<file path="config.mk">
export PLATFORM = sky130hd
export DESIGN_NAME = fcd_host
export DESIGN_NICKNAME = d
export VERILOG_FILES = /design/src/logic/fcd_pkg.sv /design/src/logic/fcd_seq_if.sv /design/src/logic/fcd_host.sv /design/src/logic/fcd_pin_drv.sv
export SDC_FILE = /design/constraint.sdc
export NUM_CORES = 1
export LEC_CHECK = 0
export ABC_AREA = 1
export BUFFER_PORTS_ARGS = -buffer_cell sky130_fd_sc_hd__buf_4
export CAP_MARGIN = 20
export CORE_MARGIN = 4
export CORE_UTILIZATION = 54
export DETAILED_ROUTE_END_ITERATION = 12
export HOLD_SLACK_MARGIN = 0.02
export PLACE_DENSITY = 0.76
export RECOVER_POWER = 25
export SETUP_SLACK_MARGIN = 0.1
export SLEW_MARGIN = 20
export SYNTH_ARGS = -nofsm -noshare
export SYNTH_HDL_FRONTEND = slang
export SYNTH_SLANG_ARGS = --single-unit
</file>
<file path="constraint.sdc">
create_clock -name clk_i -period 6 [get_ports clk_i]
set_clock_uncertainty 0.15 [all_clocks]
set_input_delay 1.2 -clock clk_i [delete_from_list [all_inputs] [get_ports clk_i]]
set_output_delay 1.2 -clock clk_i [all_outputs]
set_load 0.02 [all_outputs]
</file>
<file path="src/logic/fcd_pkg.sv">
// flash command host package: bus timing, command codes, unlock addresses
// assumes a byte-wide asynchronous flash on a 17-bit address bus
package fcd_pkg;
  // ==========================================================
  // widths
  localparam int ADDR_W = 17;
  localparam int DATA_W = 8;
  // ==========================================================
  // command addresses and data
  localparam logic [16:0] UNLOCK1_ADDR = 17'h05555;
  localparam logic [16:0] UNLOCK2_ADDR = 17'h02aaa;
  localparam logic [7:0] UNLOCK1_DATA = 8'haa;
  localparam logic [7:0] UNLOCK2_DATA = 8'h55;
  localparam logic [7:0] CMD_PROGRAM = 8'ha0;
  localparam logic [7:0] CMD_AUTOSEL = 8'h90;
  localparam logic [7:0] CMD_ERASE_SETUP = 8'h80;
  localparam logic [7:0] CMD_CHIP_ERASE = 8'h10;
  localparam logic [7:0] CMD_SECTOR_ERASE = 8'h30;
  localparam logic [7:0] CMD_RESET = 8'hf0;
  localparam logic [16:0] RESET_ADDR = 17'h00000;
  // low address of the protection verify read
  localparam logic [7:0] PROT_LOW_ADDR = 8'h02;
  localparam logic [7:0] PROT_ON_DATA = 8'h01;
  // sector field position
  localparam int SECTOR_LSB = 14;
  // status bit that flags a failed embedded operation
  localparam int ERROR_BIT = 5;
  // ==========================================================
  // bus timing
  localparam int CLK_PERIOD_NS = 4;
  localparam int STROBE_NS = 40;   // write strobe low time
  localparam int ACCESS_NS = 90;   // read access time
  localparam int GLITCH_NS = 5;    // strobes stay well above glitch width
  localparam int STROBE_CYC = (STROBE_NS + CLK_PERIOD_NS - 1) / CLK_PERIOD_NS;
  localparam int ACCESS_CYC = (ACCESS_NS + CLK_PERIOD_NS - 1) / CLK_PERIOD_NS;
  localparam int SETUP_CYC = 2;    // address/data setup around strobe
  // ==========================================================
  // host operations
  typedef enum logic [2:0] {
    FCD_OP_READ, FCD_OP_RESET, FCD_OP_PROGRAM, FCD_OP_CHIP_ERASE,
    FCD_OP_SECTOR_ERASE, FCD_OP_AUTOSEL
  } fcd_op_t;
endpackage

</file>
<file path="src/logic/fcd_seq_if.sv">
// carries one bus cycle request from sequencer to the pin driver
// assumes one clock shared by both ends
interface fcd_seq_if;
  logic req;
  logic wr;
  logic [16:0] addr;
  logic [7:0] wdata;
  logic done;
  logic [7:0] rdata;
  modport master (output req, output wr, output addr, output wdata,
                  input done, input rdata);
  modport slave (input req, input wr, input addr, input wdata,
                 output done, output rdata);
endinterface

</file>
<file path="src/logic/fcd_host.sv">
// Function
// - high-voltage ID reads select by A1:A0
// - write only with ce, we low, oe high
// - program is four writes ending data
// - auto-select entry is three writes
// - only reset leaves auto-select mode
// - after error bit, host writes reset
// - erase is six writes, chip or sector
//
// host controller for a byte-wide flash: expands one operation request
// into its command write cycles, then polls status until completion for program and erase
// latches the op fields on acceptance, so they may change while busy_o is high
module fcd_host #(
  parameter int POLL_LIMIT = 100000
) (
  input wire logic clk_i,
  input wire logic sys_rst_i,
  input wire logic op_valid_i,
  input wire fcd_pkg::fcd_op_t op_i,
  input wire logic [16:0] op_addr_i,
  input wire logic [7:0] op_data_i,
  input wire logic [7:0] dq_in_i,
  output logic busy_o,
  output logic done_o,
  output logic error_o,
  output logic [7:0] rdata_o,
  output logic ce_n_o,
  output logic oe_n_o,
  output logic we_n_o,
  output logic [16:0] addr_o,
  output logic [7:0] dq_out_o,
  output logic dq_oe_o
);
  // refuse a poll limit below one
  if (POLL_LIMIT < 1) begin : g_bad_limit
    $error("fcd_host: POLL_LIMIT out of range");
  end
  typedef enum {H_IDLE, H_ISSUE, H_WAIT, H_POLL, H_POLL_WAIT,
                H_RESET, H_RESET_WAIT} fcd_host_st_t;
  fcd_host_st_t st_r;
  fcd_seq_if cyc ();
  fcd_pkg::fcd_op_t op_r;
  logic [16:0] tgt_r;
  logic [7:0] dat_r;
  logic [2:0] step_r;
  logic [2:0] last_r;
  logic [31:0] poll_r;
  logic [7:0] prev_r;
  logic first_r;
  logic req_r;
  logic wr_r;
  logic [16:0] caddr_r;
  logic [7:0] cdata_r;
  logic [16:0] step_addr;
  logic [7:0] step_data;
  // ==========================================================
  // pin driver
  fcd_pin_drv u_pin (
    .clk_i(clk_i),
    .sys_rst_i(sys_rst_i),
    .cyc(cyc.slave),
    .dq_in_i(dq_in_i),
    .ce_n_o(ce_n_o),
    .oe_n_o(oe_n_o),
    .we_n_o(we_n_o),
    .addr_o(addr_o),
    .dq_out_o(dq_out_o),
    .dq_oe_o(dq_oe_o)
  );
  assign cyc.req = req_r;
  assign cyc.wr = wr_r;
  assign cyc.addr = caddr_r;
  assign cyc.wdata = cdata_r;
  // ==========================================================
  // command table: address and data of each write step
  always_comb begin
    step_addr = fcd_pkg::UNLOCK1_ADDR;
    step_data = fcd_pkg::UNLOCK1_DATA;
    case (step_r)
      3'h0: begin
        step_addr = fcd_pkg::UNLOCK1_ADDR;
        step_data = fcd_pkg::UNLOCK1_DATA;
      end
      3'h1: begin
        step_addr = fcd_pkg::UNLOCK2_ADDR;
        step_data = fcd_pkg::UNLOCK2_DATA;
      end
      3'h2: begin
        // third cycle picks the command
        step_addr = fcd_pkg::UNLOCK1_ADDR;
        case (op_r)
          fcd_pkg::FCD_OP_PROGRAM: step_data = fcd_pkg::CMD_PROGRAM;
          fcd_pkg::FCD_OP_AUTOSEL: step_data = fcd_pkg::CMD_AUTOSEL;
          default: step_data = fcd_pkg::CMD_ERASE_SETUP;
        endcase
      end
      3'h3: begin
        // program data goes to full target address
        if (op_r == fcd_pkg::FCD_OP_PROGRAM) begin
          step_addr = tgt_r;
          step_data = dat_r;
        end else begin
          step_addr = fcd_pkg::UNLOCK1_ADDR;
          step_data = fcd_pkg::UNLOCK1_DATA;
        end
      end
      3'h4: begin
        step_addr = fcd_pkg::UNLOCK2_ADDR;
        step_data = fcd_pkg::UNLOCK2_DATA;
      end
      default: begin
        // sector erase uses the full sector address
        if (op_r == fcd_pkg::FCD_OP_SECTOR_ERASE) begin
          step_addr = tgt_r;
          step_data = fcd_pkg::CMD_SECTOR_ERASE;
        end else begin
          step_addr = fcd_pkg::UNLOCK1_ADDR;
          step_data = fcd_pkg::CMD_CHIP_ERASE;
        end
      end
    endcase
  end
  // ==========================================================
  // operation sequencer
  always_ff @(posedge clk_i or posedge sys_rst_i) begin
    if (sys_rst_i) begin
      // device starts in array read, so no command is sent
      st_r <= H_IDLE;
      op_r <= fcd_pkg::FCD_OP_READ;
      tgt_r <= 17'h00000;
      dat_r <= 8'h00;
      step_r <= 3'h0;
      last_r <= 3'h0;
      poll_r <= 32'h00000000;
      prev_r <= 8'h00;
      first_r <= 1'b0;
      req_r <= 1'b0;
      wr_r <= 1'b0;
      caddr_r <= 17'h00000;
      cdata_r <= 8'h00;
      busy_o <= 1'b0;
      done_o <= 1'b0;
      error_o <= 1'b0;
      rdata_o <= 8'h00;
    end else begin
      done_o <= 1'b0;
      req_r <= 1'b0;
      case (st_r)
        H_IDLE: begin
          if (op_valid_i) begin
            op_r <= op_i;
            tgt_r <= op_addr_i;
            dat_r <= op_data_i;
            busy_o <= 1'b1;
            error_o <= 1'b0;
            step_r <= 3'h0;
            case (op_i)
              fcd_pkg::FCD_OP_PROGRAM: last_r <= 3'h3;
              fcd_pkg::FCD_OP_AUTOSEL: last_r <= 3'h2;
              fcd_pkg::FCD_OP_CHIP_ERASE: last_r <= 3'h5;
              fcd_pkg::FCD_OP_SECTOR_ERASE: last_r <= 3'h5;
              default: last_r <= 3'h0;
            endcase
            // plain reads and auto-select reads need no writes
            if (op_i == fcd_pkg::FCD_OP_READ) begin
              req_r <= 1'b1;
              wr_r <= 1'b0;
              caddr_r <= op_addr_i;
              st_r <= H_POLL_WAIT;
              first_r <= 1'b0;
              poll_r <= 32'h00000000;
            end else if (op_i == fcd_pkg::FCD_OP_RESET) begin
              // reset is the only way out of auto-select
              st_r <= H_RESET;
            end else begin
              st_r <= H_ISSUE;
            end
          end
        end
        H_ISSUE: begin
          req_r <= 1'b1;
          wr_r <= 1'b1;
          caddr_r <= step_addr;
          cdata_r <= step_data;
          st_r <= H_WAIT;
        end
        H_WAIT: begin
          if (cyc.done) begin
            if (step_r == last_r) begin
              if (op_r == fcd_pkg::FCD_OP_AUTOSEL) begin
                st_r <= H_IDLE;
                busy_o <= 1'b0;
                done_o <= 1'b1;
              end else begin
                // no writes while the embedded operation runs
                first_r <= 1'b1;
                poll_r <= 32'h00000000;
                st_r <= H_POLL;
              end
            end else begin
              step_r <= step_r + 3'h1;
              st_r <= H_ISSUE;
            end
          end
        end
        H_POLL: begin
          req_r <= 1'b1;
          wr_r <= 1'b0;
          caddr_r <= tgt_r;
          st_r <= H_POLL_WAIT;
        end
        H_POLL_WAIT: begin
          if (cyc.done) begin
            prev_r <= cyc.rdata;
            rdata_o <= cyc.rdata;
            first_r <= 1'b0;
            poll_r <= poll_r + 32'h00000001;
            if (op_r == fcd_pkg::FCD_OP_READ) begin
              st_r <= H_IDLE;
              busy_o <= 1'b0;
              done_o <= 1'b1;
            end else if (!first_r && (cyc.rdata[6] == prev_r[6])) begin
              // toggle stopped: device back in array read by itself
              st_r <= H_IDLE;
              busy_o <= 1'b0;
              done_o <= 1'b1;
            end else if (cyc.rdata[fcd_pkg::ERROR_BIT] ||
                         poll_r == 32'(POLL_LIMIT)) begin
              // failure or timeout: send reset
              error_o <= 1'b1;
              st_r <= H_RESET;
            end else begin
              st_r <= H_POLL;
            end
          end
        end
        H_RESET: begin
          // reset write also aborts half-sent sequences
          req_r <= 1'b1;
          wr_r <= 1'b1;
          caddr_r <= fcd_pkg::RESET_ADDR;
          cdata_r <= fcd_pkg::CMD_RESET;
          st_r <= H_RESET_WAIT;
        end
        H_RESET_WAIT: begin
          if (cyc.done) begin
            st_r <= H_IDLE;
            busy_o <= 1'b0;
            done_o <= 1'b1;
          end
        end
        default: st_r <= H_IDLE;
      endcase
    end
  end
endmodule

</file>
<file path="src/logic/fcd_pin_drv.sv">
// pin driver: turns one read or write request into strobe timing
// assumes the flash pins are sampled and driven on clk_i
module fcd_pin_drv (
  input wire logic clk_i,
  input wire logic sys_rst_i,
  fcd_seq_if.slave cyc,
  input wire logic [7:0] dq_in_i,
  output logic ce_n_o,
  output logic oe_n_o,
  output logic we_n_o,
  output logic [16:0] addr_o,
  output logic [7:0] dq_out_o,
  output logic dq_oe_o
);
  typedef enum {S_IDLE, S_SETUP, S_STROBE, S_HOLD} fcd_pin_st_t;
  fcd_pin_st_t st_r;
  logic [7:0] cnt_r;
  logic wr_r;
  logic [7:0] sync1_r, sync2_r, sync3_r;
  logic [7:0] dq_flt_r;
  // ==========================================================
  // three-stage sampler of the data pins
  always_ff @(posedge clk_i or posedge sys_rst_i) begin
    if (sys_rst_i) begin
      sync1_r <= 8'h00;
      sync2_r <= 8'h00;
      sync3_r <= 8'h00;
      dq_flt_r <= 8'h00;
    end else begin
      sync1_r <= dq_in_i;
      sync2_r <= sync1_r;
      sync3_r <= sync2_r;
      // a change counts once the last two stages agree
      if (sync2_r == sync3_r) begin
        dq_flt_r <= sync3_r;
      end
    end
  end
  // ==========================================================
  // strobe sequencing; write keeps oe high and ce/we low together
  always_ff @(posedge clk_i or posedge sys_rst_i) begin
    if (sys_rst_i) begin
      st_r <= S_IDLE;
      cnt_r <= 8'h00;
      wr_r <= 1'b0;
      ce_n_o <= 1'b1;
      oe_n_o <= 1'b1;
      we_n_o <= 1'b1;
      addr_o <= 17'h00000;
      dq_out_o <= 8'h00;
      dq_oe_o <= 1'b0;
      cyc.done <= 1'b0;
      cyc.rdata <= 8'h00;
    end else begin
      cyc.done <= 1'b0;
      case (st_r)
        S_IDLE: begin
          if (cyc.req) begin
            wr_r <= cyc.wr;
            addr_o <= cyc.addr;
            dq_out_o <= cyc.wdata;
            dq_oe_o <= cyc.wr;
            ce_n_o <= 1'b0;
            cnt_r <= 8'(fcd_pkg::SETUP_CYC);
            st_r <= S_SETUP;
          end
        end
        S_SETUP: begin
          if (cnt_r == 8'h01) begin
            // address captured at falling we (later edge)
            we_n_o <= ~wr_r;
            oe_n_o <= wr_r;
            cnt_r <= wr_r ? 8'(fcd_pkg::STROBE_CYC)
                          : 8'(fcd_pkg::ACCESS_CYC + 2);
            st_r <= S_STROBE;
          end else begin
            cnt_r <= cnt_r - 8'h01;
          end
        end
        S_STROBE: begin
          // strobe held many ns, far above glitch width
          if (cnt_r == 8'h01) begin
            if (wr_r == 1'b0) begin
              cyc.rdata <= dq_flt_r;
            end
            // we rises first so data latches there
            we_n_o <= 1'b1;
            oe_n_o <= 1'b1;
            cnt_r <= 8'(fcd_pkg::SETUP_CYC);
            st_r <= S_HOLD;
          end else begin
            cnt_r <= cnt_r - 8'h01;
          end
        end
        S_HOLD: begin
          if (cnt_r == 8'h01) begin
            ce_n_o <= 1'b1;
            dq_oe_o <= 1'b0;
            cyc.done <= 1'b1;
            st_r <= S_IDLE;
          end else begin
            cnt_r <= cnt_r - 8'h01;
          end
        end
        default: st_r <= S_IDLE;
      endcase
    end
  end
endmodule

</file>
==> run_results.csv, run 1 <==
group,metric,value,unit
final_layout,insertedDiodeCount,0,
power_and_ir_drop,net-switching-power,1.95,mW
synthesis,yosys_register_bits,189,
clock_network,insertion_delay,0.45,ns
clock_network,clk_root_buffer_cell,"clkbuf_16",
final_layout,final-instance-count-excl-fill,1411,
clock_network,clock_path_buffers,2,
synthesis,synth.yosys.seq_area_share,0.514,
place,dp.cells,1378,
synthesis,syn-instance-count,1109,
worst_setup_path,rr_startpoint,"step_r[0]$_DFFE_PP0P_",
synthesis,async_set_reset_flop_share_out_of_synthesis,1.00,
worst_setup_path,timing.critical_path.fanout_max,17,
final_layout,fillers,1454,
worst_setup_path,crit_path_cell_trace,"inv_1 -> ha_1 -> nand2_1 -> inv_1 -> a21oi_2 -> nand4_2 -> nor2_1 -> o21ai_0 -> nand2_1 -> nand2_1",
clock_network,htree_levels,4,
worst_setup_path,crit_path_max_incr_delay,0.58,ns
final_layout,final_cell_mix,"nand2_1 (307), dfrtp_1 (186), inv_1 (119)",
grt,vias_in_the_first_global_route,7250,
floorplan,core-area,16600,um^2
power_and_ir_drop,pwr_density_cell,449,nW/um^2
route,wl_met1,9650,um
flow_run,drv.max_cap_violation_count,1,
floorplan,dieWidth,139,um
clock_network,hold_buf_count_cts,0,
final_layout,layout-drive-gt1-share,0.144,
sta,grt_setup_unrepaired,"false",
worst_setup_path,worstSetupEndpointType,"flip-flop",
clock_network,tritoncts_num_sinks,189,
worst_setup_path,rr_endpoint,"caddr_r[14]$_DFFE_PP0P_",
place,hpwl,14300,um
clock_network,post_cts_buffers,0,
worst_setup_path,r2r_slack,3.25,ns
route,antenna_left,0,
power_and_ir_drop,power.clock.fraction,0.241,
clock_network,clock_tree_from_tritoncts,"built",
place,buffer_ports.inserted,78,
worst_setup_path,cp-start-kind,"flip-flop",
floorplan,start_util,0.554,
worst_setup_path,path_common_cell,"nand2_1",
worst_setup_path,setup.worst_path.class,"flip-flop to flip-flop",
grt,overflow,0,
synthesis,post_synth_instance_area,9220,um^2
clock_network,tritoncts.num_buffers,17,
route,dr.pass1.iters,6,
hold_path,hold-path-cell-count,0,
hold_path,hold_path_end,"u_pin.sync2_r[5]$_DFF_PP0_",
sta,max_slew_margin,-0.0846,
grt,pin_count_of_the_biggest_net_entering_global_routing,190,
sta,drv_slew,37,
sta,min_period_over_period,0.458,
power_and_ir_drop,power.static_leakage,5.19,nW
place,place.gp.congestion,0.914,
worst_setup_path,timing.critical_path.slowest_stage_cell,"nand4_2",
route,dr.max_layer_used,"met4",
route,detail_route.wirelength,21300,um
sta,timing.fmax,364,MHz
sta,hold-worst-slack,0.200,ns
sta,setup-violations-final,0,
run_status,run_status,"finished, violations left",
sta,timing_worst_slew_pin_value,1.63,ns
power_and_ir_drop,share_comb_of_total_power,0.368,
floorplan,die_area,19200,um^2
grt,global_router_s_overall_resource_usage,0.222,
route,vias_per_cell,5.46,
synthesis,ys_types,47,
floorplan,die_height,139,um
power_and_ir_drop,power.share.switching,0.411,
floorplan,rows,47,
run_status,failed_checks,"capacitance limit, slew limit",
route,vias,7706,
final_layout,final_net_count,1230,
hold_path,holdCritPathClass,"flip-flop to flip-flop",
route,met3WireLength,1330,um
grt,grt_antenna_before_repair,0,
worst_setup_path,worst-r2r-cell-count,10,
synthesis,synth_flop_cell,"dfrtp_1",
worst_setup_path,worst-endpoint-required,6.20,ns
sta,final_period_minus_worst_setup_slack,2.75,ns
synthesis,synth_edf_count,0,
worst_setup_path,critical_path_arrival,2.94,ns
sta,setup_tns,0,ns
floorplan,pin_count,79,
power_and_ir_drop,internal-power,2.80,mW
route,wl_met2,9920,um
clock_network,post_cts.resized_instances,0,
final_layout,synthToLayoutAreaGrowth,14.8,%
synthesis,avg_synthesized_cell_area,8.31,um^2
power_and_ir_drop,share_seq_of_total_power,0.391,
hold_path,min-delay-start,"u_pin.sync1_r[5]$_DFF_PP0_",
power_and_ir_drop,vdd_ir_drop_max,286,uV
final_layout,layout.cells.most_common,"nand2_1",
grt,grt_first_pass_wirelength,35500,um
clock_network,clk_pin_slew_worst_paths,0.08,ns
route,wl_per_cell,15.1,um
synthesis,synth_warnings,0,
route,drtIter0Drc,736,
route,post-route-drc-count,0,
synthesis,synth_nets,1161,
sta,hold_violations,0,
power groups by stage:
stage               sequential (mW)  clock (mW)  combinational (mW)
detailed placement             1.87           0                1.73
finish                         1.86        1.15                1.75
global route                   1.90        1.22                1.96
global placement               1.87           0                1.68
CTS                            1.86        1.17                1.75
floorplan                      1.94           0                1.21
metrics by stage:
| stage | instance area [um^2] | worst slack (ns) | utilization | power (mW) |
|---|---|---|---|---|
| finish | 10600 | 3.25 | 0.636 | 4.75 |
| global route | 10600 | 3.07 | 0.636 | 5.08 |
| CTS | 10600 | 3.27 | 0.635 | 4.77 |
| detailed placement | 9950 | 2.85 | 0.598 | 3.60 |
| global placement | 9940 | 2.65 | 0.597 | 3.54 |
| floorplan | 9220 | 2.22 | - | 3.14 |
critical path, delay by kind of cell (launching register included):
family	cells	cell delay, ns
compound gates	2	0.58
buf+inv	2	0.17
simple gates	5	1.07
flops	1	0.43
fa+ha+maj	1	0.25
cell usage after synthesis, types with 2 or more instances:
| library cell | count | area (um^2) |
|---|---|---|
| a31oi_1 | 3 | 18.8 |
| a21oi_1 | 39 | 195 |
| o31ai_1 | 3 | 22.5 |
| xnor2_1 | 4 | 35.0 |
| nand3_1 | 56 | 280 |
| nor3_1 | 25 | 125 |
| nand2_1 | 307 | 1150 |
| dfstp_2 | 3 | 78.8 |
| nand4_1 | 31 | 194 |
| buf_2 | 14 | 70.1 |
| dfrtp_1 | 186 | 4650 |
| inv_2 | 7 | 26.3 |
| xor2_1 | 14 | 123 |
| nor2_2 | 8 | 50.1 |
| inv_1 | 120 | 450 |
| nor2_1 | 76 | 285 |
| buf_1 | 2 | 7.51 |
| nand2_2 | 4 | 25.0 |
| a32oi_1 | 2 | 17.5 |
| a22oi_1 | 3 | 22.5 |
| ha_1 | 13 | 163 |
| buf_4 | 4 | 30.0 |
| nor4_2 | 2 | 25.0 |
| buf_6 | 3 | 33.8 |
| mux2_2 | 27 | 304 |
| o21ai_1 | 7 | 35.0 |
| o22ai_1 | 4 | 25.0 |
| clkbuf_1 | 9 | 33.8 |
| o21ai_0 | 115 | 576 |
state kept, by name, indices dropped and copies added (netlist names), 2 cells and up:
| signal | flops |
|---|---|
| tgt_r | 17 |
| prev_r | 8 |
| caddr_r | 17 |
| op_r | 3 |
| u_pin.sync1_r | 8 |
| u_pin.addr_o | 17 |
| u_pin.sync2_r | 8 |
| st_r | 3 |
| u_pin.dq_out_o | 8 |
| u_pin.cnt_r | 8 |
| step_r | 3 |
| last_r | 3 |
| u_pin.st_r | 2 |
| u_pin.cyc.rdata | 8 |
| dat_r | 8 |
| u_pin.sync3_r | 8 |
| u_pin.dq_flt_r | 8 |
| cdata_r | 8 |
| poll_r | 32 |
routing by layer:
layer | GRT usage | vias up
li1 | - | 3752
met1 | 0.313 | 3657
met2 | 0.357 | 260
met3 | 0.0386 | 37
met4 | 0.0669 | 0
met5 | 0 | -
worst max path at each step:
stage                          startpoint                 endpoint  slack (ns)  depth (start not counted)
finish              step_r[0]$_DFFE_PP0P_  caddr_r[14]$_DFFE_PP0P_        3.25                         10
global route        step_r[0]$_DFFE_PP0P_   caddr_r[7]$_DFFE_PP0P_        3.07                         11
CTS                 step_r[0]$_DFFE_PP0P_  caddr_r[14]$_DFFE_PP0P_        3.27                         10
detailed placement                op_i[1]    poll_r[6]$_DFFE_PP0P_        2.85                         10
global placement               op_valid_i   caddr_r[5]$_DFFE_PP0P_        2.65                          8
floorplan                       sys_rst_i       busy_o$_DFFE_PP0P_        2.22                          1
final cells by class:
class,instances,area [um^2],area share
clock buffer,17,425,0.0402
tap,220,275,0.0260
clock inverter,15,188,0.0177
sequential,189,4730,0.447
timing repair buffer,82,644,0.0609
inverter,128,484,0.0458
multi-input combinational,760,3830,0.362
cells by family after synthesis:
| logic type | after synthesis | share of synthesized area |
|---|---|---|
| AOI/OAI and AO/OA | 183 | 0.105 |
| xor gates and xnor gates | 18 | 0.0171 |
| buffers and inverters | 160 | 0.0714 |
| DFF | 189 | 0.514 |
| muxes | 27 | 0.0330 |
| adders and majority gates | 13 | 0.0177 |
| and+or+nand+nor | 519 | 0.242 |
Note: power is estimated with default switching activity, not from simulation.
==> run 2, diff against run 1 <==
--- a/config.mk
+++ b/config.mk
@@ -9,10 +9,10 @@
 export BUFFER_PORTS_ARGS = -buffer_cell sky130_fd_sc_hd__buf_4
 export CAP_MARGIN = 20
 export CORE_MARGIN = 4
-export CORE_UTILIZATION = 54
+export CORE_UTILIZATION = 55
 export DETAILED_ROUTE_END_ITERATION = 12
 export HOLD_SLACK_MARGIN = 0.02
-export PLACE_DENSITY = 0.76
+export PLACE_DENSITY = 0.74
 export RECOVER_POWER = 25
 export SETUP_SLACK_MARGIN = 0.1
 export SLEW_MARGIN = 20
==> constraint.sdc (replaced) <==
create_clock -name clk_i -period 2.9 [get_ports clk_i]
set_clock_uncertainty 0.15 [all_clocks]
set_input_delay 0.58 -clock clk_i [delete_from_list [all_inputs] [get_ports clk_i]]
set_output_delay 0.58 -clock clk_i [all_outputs]
set_load 0.02 [all_outputs]
==> run 2 against run 1 <==
Compared with the run above: the flow now finishes without violations; cell count grew 0.99%; non-clock buffer count grew 14; flip-flop and latch count is the same; sequential power grew 110%; critical endpoint is now tgt_r[13]$_DFFE_PP0P_; highest routed layer unchanged.
==> run_results.csv, run 2 (synthesized netlist as in run 1, its figures left out) <==
group,metric,value,unit
route,wl_per_cell,14.7,um
clock_network,insertion_delay,0.44,ns
route,vias,7655,
place,buffer_ports.inserted,78,
power_and_ir_drop,power.static_leakage,5.23,nW
clock_network,tritoncts.num_buffers,17,
sta,setup_tns,0,ns
run_status,run_status,"completed",
sta,timing.fmax,412,MHz
power_and_ir_drop,power.total,9.77,mW
final_layout,largest_register,"poll_r",
floorplan,rows,47,
sta,min_period_over_period,0.836,
worst_setup_path,worstSetupEndpointType,"asynchronous set/reset pin",
floorplan,die_height,137,um
final_layout,sequential_cell_area,4730,um^2
floorplan,core-area,16500,um^2
hold_path,holdCritPathClass,"input pin to flip-flop",
clock_network,htree_levels,4,
route,vias_per_cell,5.37,
power_and_ir_drop,vdd_ir_drop_max,694,uV
final_layout,layout.cells.most_common,"nand2_1",
floorplan,die_area,18900,um^2
sta,setup-violations-final,0,
final_layout,fillers,1433,
sta,timing_worst_slew_pin_value,1.01,ns
clock_network,post_cts_buffers,0,
clock_network,post_cts.resized_instances,0,
place,hpwl,15200,um
grt,grt_first_pass_wirelength,35100,um
final_layout,insertedDiodeCount,0,
grt,pin_count_of_the_biggest_net_entering_global_routing,40,
sta,hold_violations,0,
grt,overflow,0,
worst_setup_path,cp-start-kind,"input pin",
worst_setup_path,rr_startpoint,"poll_r[0]$_DFFE_PP0P_",
worst_setup_path,critical_path.n_buffers_inverters,5,
sta,final_period_minus_worst_setup_slack,2.43,ns
worst_setup_path,timing.critical_path.slowest_stage_cell,"clkbuf_2",
final_layout,final_cell_mix,"nand2_1 (307), dfrtp_1 (186), inv_1 (119)",
place,place.gp.congestion,0.912,
hold_path,min-delay-start,"dq_in_i[5]",
final_layout,largest_reg_flops,32,
flow_run,drv.max_cap_violation_count,0,
clock_network,clock_path_buffers,2,
worst_setup_path,worst-endpoint-required,3.39,ns
worst_setup_path,critical_path_arrival,2.91,ns
worst_setup_path,worst-r2r-cell-count,10,
sta,drv_slew,0,
floorplan,pin_count,79,
worst_setup_path,timing.critical_path.from,"sys_rst_i",
worst_setup_path,crit_cells,5,
clock_network,clk_root_buffer_cell,"clkbuf_16",
final_layout,final_net_count,1244,
clock_network,tritoncts_num_sinks,189,
final_layout,synthToLayoutAreaGrowth,15.4,%
route,detail_route.wirelength,21000,um
clock_network,clock_tree_from_tritoncts,"built",
route,dr.pass1.iters,8,
worst_setup_path,setup.worst_path.class,"input pin to asynchronous set/reset pin",
sta,max_slew_margin,0.326,
power_and_ir_drop,pwr_density_cell,919,nW/um^2
worst_setup_path,crit_path_cell_trace,"dlygate4sd3_1 -> clkbuf_4 -> clkinvlp_2 -> clkbuf_2 -> buf_4",
clock_network,clk_pin_slew_worst_paths,0.07,ns
grt,grt_antenna_before_repair,0,
route,drtIter0Drc,608,
sta,grt_setup_unrepaired,"false",
worst_setup_path,timing.critical_path.fanout_max,35,
worst_setup_path,crit_path_max_incr_delay,0.87,ns
sta,hold-worst-slack,0.116,ns
floorplan,dieWidth,137,um
grt,global_router_s_overall_resource_usage,0.233,
route,post-route-drc-count,0,
grt,vias_in_the_first_global_route,7277,
worst_setup_path,critical-path-top-delay-family,"buffers and inverters",
hold_path,hold-path-cell-count,1,
final_layout,layout-drive-gt1-share,0.154,
route,antenna_left,0,
floorplan,start_util,0.558,
final_layout,multi_input_comb_area,3820,um^2
==> run 2: cell count changes in the layout (fill, tap and decap cells not counted), moves of 2 or more <==
| cell | delta |
|---|---|
| clkinvlp_4 | +2 |
| buf_4 | +11 |
| inv_8 | -2 |
| clkinv_8 | -3 |
| inv_6 | +3 |
| clkbuf_2 | +2 |
==> run 2: worst paths after layout <==
check,to,slack [ns]
worst max-delay path,tgt_r[13]$_DFFE_PP0P_,0.47
worst min-delay path,u_pin.sync1_r[5]$_DFF_PP0_,0.12
worst max register to register,poll_r[30]$_DFFE_PP0P_,0.60
worst min register to register,u_pin.sync2_r[7]$_DFF_PP0_,0.20
max in group clk_i,poll_r[30]$_DFFE_PP0P_,0.60
min in group asynchronous,u_pin.cnt_r[2]$_DFFE_PP0P_,0.62
==> run 2: layout make-up <==
type | count | area share
clock inverter | 15 | 0.0141
timing repair buffer | 96 | 0.0695
inverter | 128 | 0.0455
sequential | 189 | 0.445
clock buffer | 17 | 0.0400
tap | 220 | 0.0259
multi-input combinational | 760 | 0.360
==> run 2: per-stage QoR <==
stage                util  worst slack (ns)  cell area, um^2  std cells
floorplan               -            -0.262             9220       1109
finish              0.643             0.474            10600       1425
detailed placement  0.610             0.440            10100       1392
CTS                 0.645             0.630            10700       1425
global route        0.643             0.190            10600       1425
global placement    0.610             0.549            10100       1392
==> run 2: power breakdown <==
part           internal (mW)  switching (mW)
sequential              3.38           0.460
clock                   1.14            1.13
combinational           1.27            2.38
==> run 2: timing repair <==
action                                 in CTS  in global routing
hold buffers                                1                  0
endpoints found under the hold margin      10                  0
setup endpoints to repair                   0                  0
==> run 2: metal layers <==
layer | track usage | vias to the layer above | routed length (um)
li1 | - | 3780 | -
met1 | 0.330 | 3635 | 9820
met2 | 0.362 | 216 | 9750
met3 | 0.0508 | 24 | 1160
met4 | 0.0715 | 0 | 279
met5 | 0 | - | 0
==> run 3, diff against run 2 <==
--- a/config.mk
+++ b/config.mk
@@ -9,10 +9,10 @@
 export BUFFER_PORTS_ARGS = -buffer_cell sky130_fd_sc_hd__buf_4
 export CAP_MARGIN = 20
 export CORE_MARGIN = 4
-export CORE_UTILIZATION = 55
+export CORE_UTILIZATION = 54
 export DETAILED_ROUTE_END_ITERATION = 12
 export HOLD_SLACK_MARGIN = 0.02
-export PLACE_DENSITY = 0.74
+export PLACE_DENSITY = 0.76
 export RECOVER_POWER = 25
 export SETUP_SLACK_MARGIN = 0.1
 export SLEW_MARGIN = 20
==> constraint.sdc (replaced) <==
create_clock -name clk_i -period 1.99 [get_ports clk_i]
set_clock_uncertainty 0.15 [all_clocks]
set_input_delay 0.398 -clock clk_i [delete_from_list [all_inputs] [get_ports clk_i]]
set_output_delay 0.398 -clock clk_i [all_outputs]
set_load 0.02 [all_outputs]
==> run 3 against run 2 <==
Compared with the run above: sequential power rose by 47%; design area is 11% higher; clock power rose by 52%; setup slack worse by 0.42 ns; critical path depth is 4 higher; largest cell class unchanged; combinational power grew 99%; global-route usage increased by 0.29 points; cell count is 5.4% higher; non-clock buffer count rose by 75; flip-flop and latch count stayed put; utilization is 6.5 points higher; sequential share of layout area is 4.3 points lower.
==> run_results.csv, run 3 (synthesized netlist as in run 1, its figures left out) <==
group,metric,value,unit
final_layout,largest_reg_flops,32,
route,vias,8369,
final_layout,layout-drive-gt1-share,0.260,
final_layout,layout.cells.most_common,"nand2_1",
clock_network,htree_levels,4,
clock_network,clock_tree_from_tritoncts,"built",
clock_network,tritoncts_num_sinks,189,
route,vias_per_cell,5.57,
grt,grt_antenna_before_repair,0,
sta,timing_worst_slew_pin_value,0.666,ns
floorplan,start_util,0.554,
final_layout,post-route-cell-area,11800,um^2
sta,setup_ws,0.0530,ns
flow_run,drv.max_cap_violation_count,0,
power_and_ir_drop,power.total,16.4,mW
final_layout,insertedDiodeCount,0,
sta,grt_setup_unrepaired,"true",
power_and_ir_drop,power.share.switching,0.401,
power_and_ir_drop,vdd_ir_drop_max,967,uV
sta,max_slew_margin,0.554,
final_layout,final_net_count,1321,
final_layout,final_cell_mix,"nand2_1 (290), dfrtp_1 (183), buf_4 (131)",
place,hpwl,15700,um
final_layout,utilization,0.709,
grt,vias_in_the_first_global_route,7833,
power_and_ir_drop,share_seq_of_total_power,0.345,
sta,setup-violations-final,0,
floorplan,rows,47,
place,buffer_ports.inserted,78,
grt,global_router_s_overall_resource_usage,0.236,
floorplan,core-area,16600,um^2
clock_network,insertion_delay,0.44,ns
power_and_ir_drop,net-switching-power,6.57,mW
worst_setup_path,worstSetupEndpointType,"flip-flop",
route,post-route-drc-count,0,
power_and_ir_drop,power.static_leakage,5.71,nW
route,drtIter0Drc,850,
final_layout,synthToLayoutAreaGrowth,28.0,%
sta,timing.fmax,516,MHz
worst_setup_path,setup.worst_path.class,"flip-flop to flip-flop",
grt,grt_first_pass_wirelength,38000,um
floorplan,pin_count,79,
hold_path,holdCritPathClass,"input pin to flip-flop",
power_and_ir_drop,pwr_density_cell,1390,nW/um^2
final_layout,fillers,1238,
power_and_ir_drop,share_comb_of_total_power,0.445,
sta,drv_slew,0,
worst_setup_path,cp-start-kind,"flip-flop",
sta,hold-worst-slack,0.0279,ns
sta,min_period_over_period,0.973,
clock_network,clk_root_buffer_cell,"clkbuf_16",
place,placed_area,10400,um^2
worst_setup_path,r2r_slack,0.05,ns
worst_setup_path,worst-endpoint-required,2.15,ns
worst_setup_path,timing.critical_path.fanout_max,7,
power_and_ir_drop,internal-power,9.80,mW
place,place.gp.congestion,0.929,
sta,final_period_minus_worst_setup_slack,1.94,ns
grt,overflow,0,
floorplan,die_area,19200,um^2
place,dp.cells,1427,
grt,pin_count_of_the_biggest_net_entering_global_routing,53,
clock_network,tritoncts.num_buffers,17,
sta,hold_violations,0,
run_status,run_status,"completed",
route,dr.pass1.iters,5,
clock_network,clock_path_buffers,2,
route,antenna_left,0,
sta,setup_tns,0,ns
clock_network,clk_pin_slew_worst_paths,0.07,ns
route,detail_route.wirelength,24000,um
floorplan,dieWidth,139,um
final_layout,final-instance-count-excl-fill,1502,
final_layout,largest_register,"poll_r",
power_and_ir_drop,power.clock.fraction,0.211,
route,wl_per_cell,16.0,um
floorplan,die_height,139,um
place,detailedPlace.worstSlack,-0.0168,ns
worst_setup_path,critical_path_arrival,2.09,ns
[run 3: changes by cell type in the layout (fill, tap and decap cells not counted), moves of 11 or more]
cell,delta
dlygate4sd3_1,+12
o21ai_0,-28
inv_2,+11
nand2_2,+17
o21ai_1,+23
inv_1,-15
nand2_1,-17
nor2_1,-16
nor2_4,+12
buf_4,+50
[run 3: worst paths after layout]
| check | start | depth (start not counted) | end |
|---|---|---|---|
| max | st_r[1]$_DFFE_PP0P_ | 9 | poll_r[13]$_DFFE_PP0P_ |
| min | op_data_i[7] | 3 | dat_r[7]$_DFFE_PP0P_ |
| max reg2reg | st_r[1]$_DFFE_PP0P_ | 9 | poll_r[13]$_DFFE_PP0P_ |
| min reg2reg | u_pin.sync1_r[1]$_DFF_PP0_ | 0 | u_pin.sync2_r[1]$_DFF_PP0_ |
| max in group asynchronous | sys_rst_i | 4 | u_pin.ce_n_o$_DFFE_PP1P_ |
| min in group asynchronous | sys_rst_i | 3 | busy_o$_DFFE_PP0P_ |
[run 3: what timing repair did]
| item | CTS | global route |
|---|---|---|
| endpoints found under the hold margin | 19 | 1 |
| resized for setup | 17 | 125 |
| pin swaps | 4 | 35 |
| endpoints found under the setup margin | 28 | 94 |
| hold buffers | 12 | 1 |
| buffers inserted | 2 | 19 |
| cloned | 0 | 9 |
[run 3: cell type report]
type | count | area [um^2] | area share
clock buffers | 17 | 425 | 0.0361
flip-flops and latches | 189 | 4740 | 0.402
multi-input cells | 761 | 4170 | 0.354
repair inverters | 1 | 8.76 | 0.000743
well taps | 220 | 275 | 0.0233
clock inverters | 15 | 171 | 0.0145
repair buffers | 171 | 1500 | 0.127
inverters | 128 | 504 | 0.0428
[run 3: layer usage]
layer | global-route usage | part of all wire | up-vias
li1 | - | - | 3935
met4 | 0.0742 | 0.021 | 0
met1 | 0.339 | 0.44 | 4035
met2 | 0.374 | 0.48 | 349
met3 | 0.0369 | 0.066 | 50
met5 | 0 | 0 | -
[run 3: power groups by stage]
stage / combinational [mW] / clock (mW) / sequential [mW]
floorplan: 3.64 / 0 / 5.84
global placement: 5.68 / 0 / 5.61
detailed placement: 5.82 / 0 / 5.64
CTS: 5.95 / 3.48 / 5.59
global route: 7.99 / 3.64 / 5.78
finish: 7.28 / 3.45 / 5.65
[run 3: critical path, stage by stage (launching register included)]
cell,delay [ns]
dfrtp_2,0.48
nor2_2,0.23
nand2_2,0.11
o21ai_2,0.13
inv_2,0.07
nand3_4,0.16
clkinv_8,0.12
clkbuf_16,0.18
nand4_1,0.07
o21ai_0,0.10
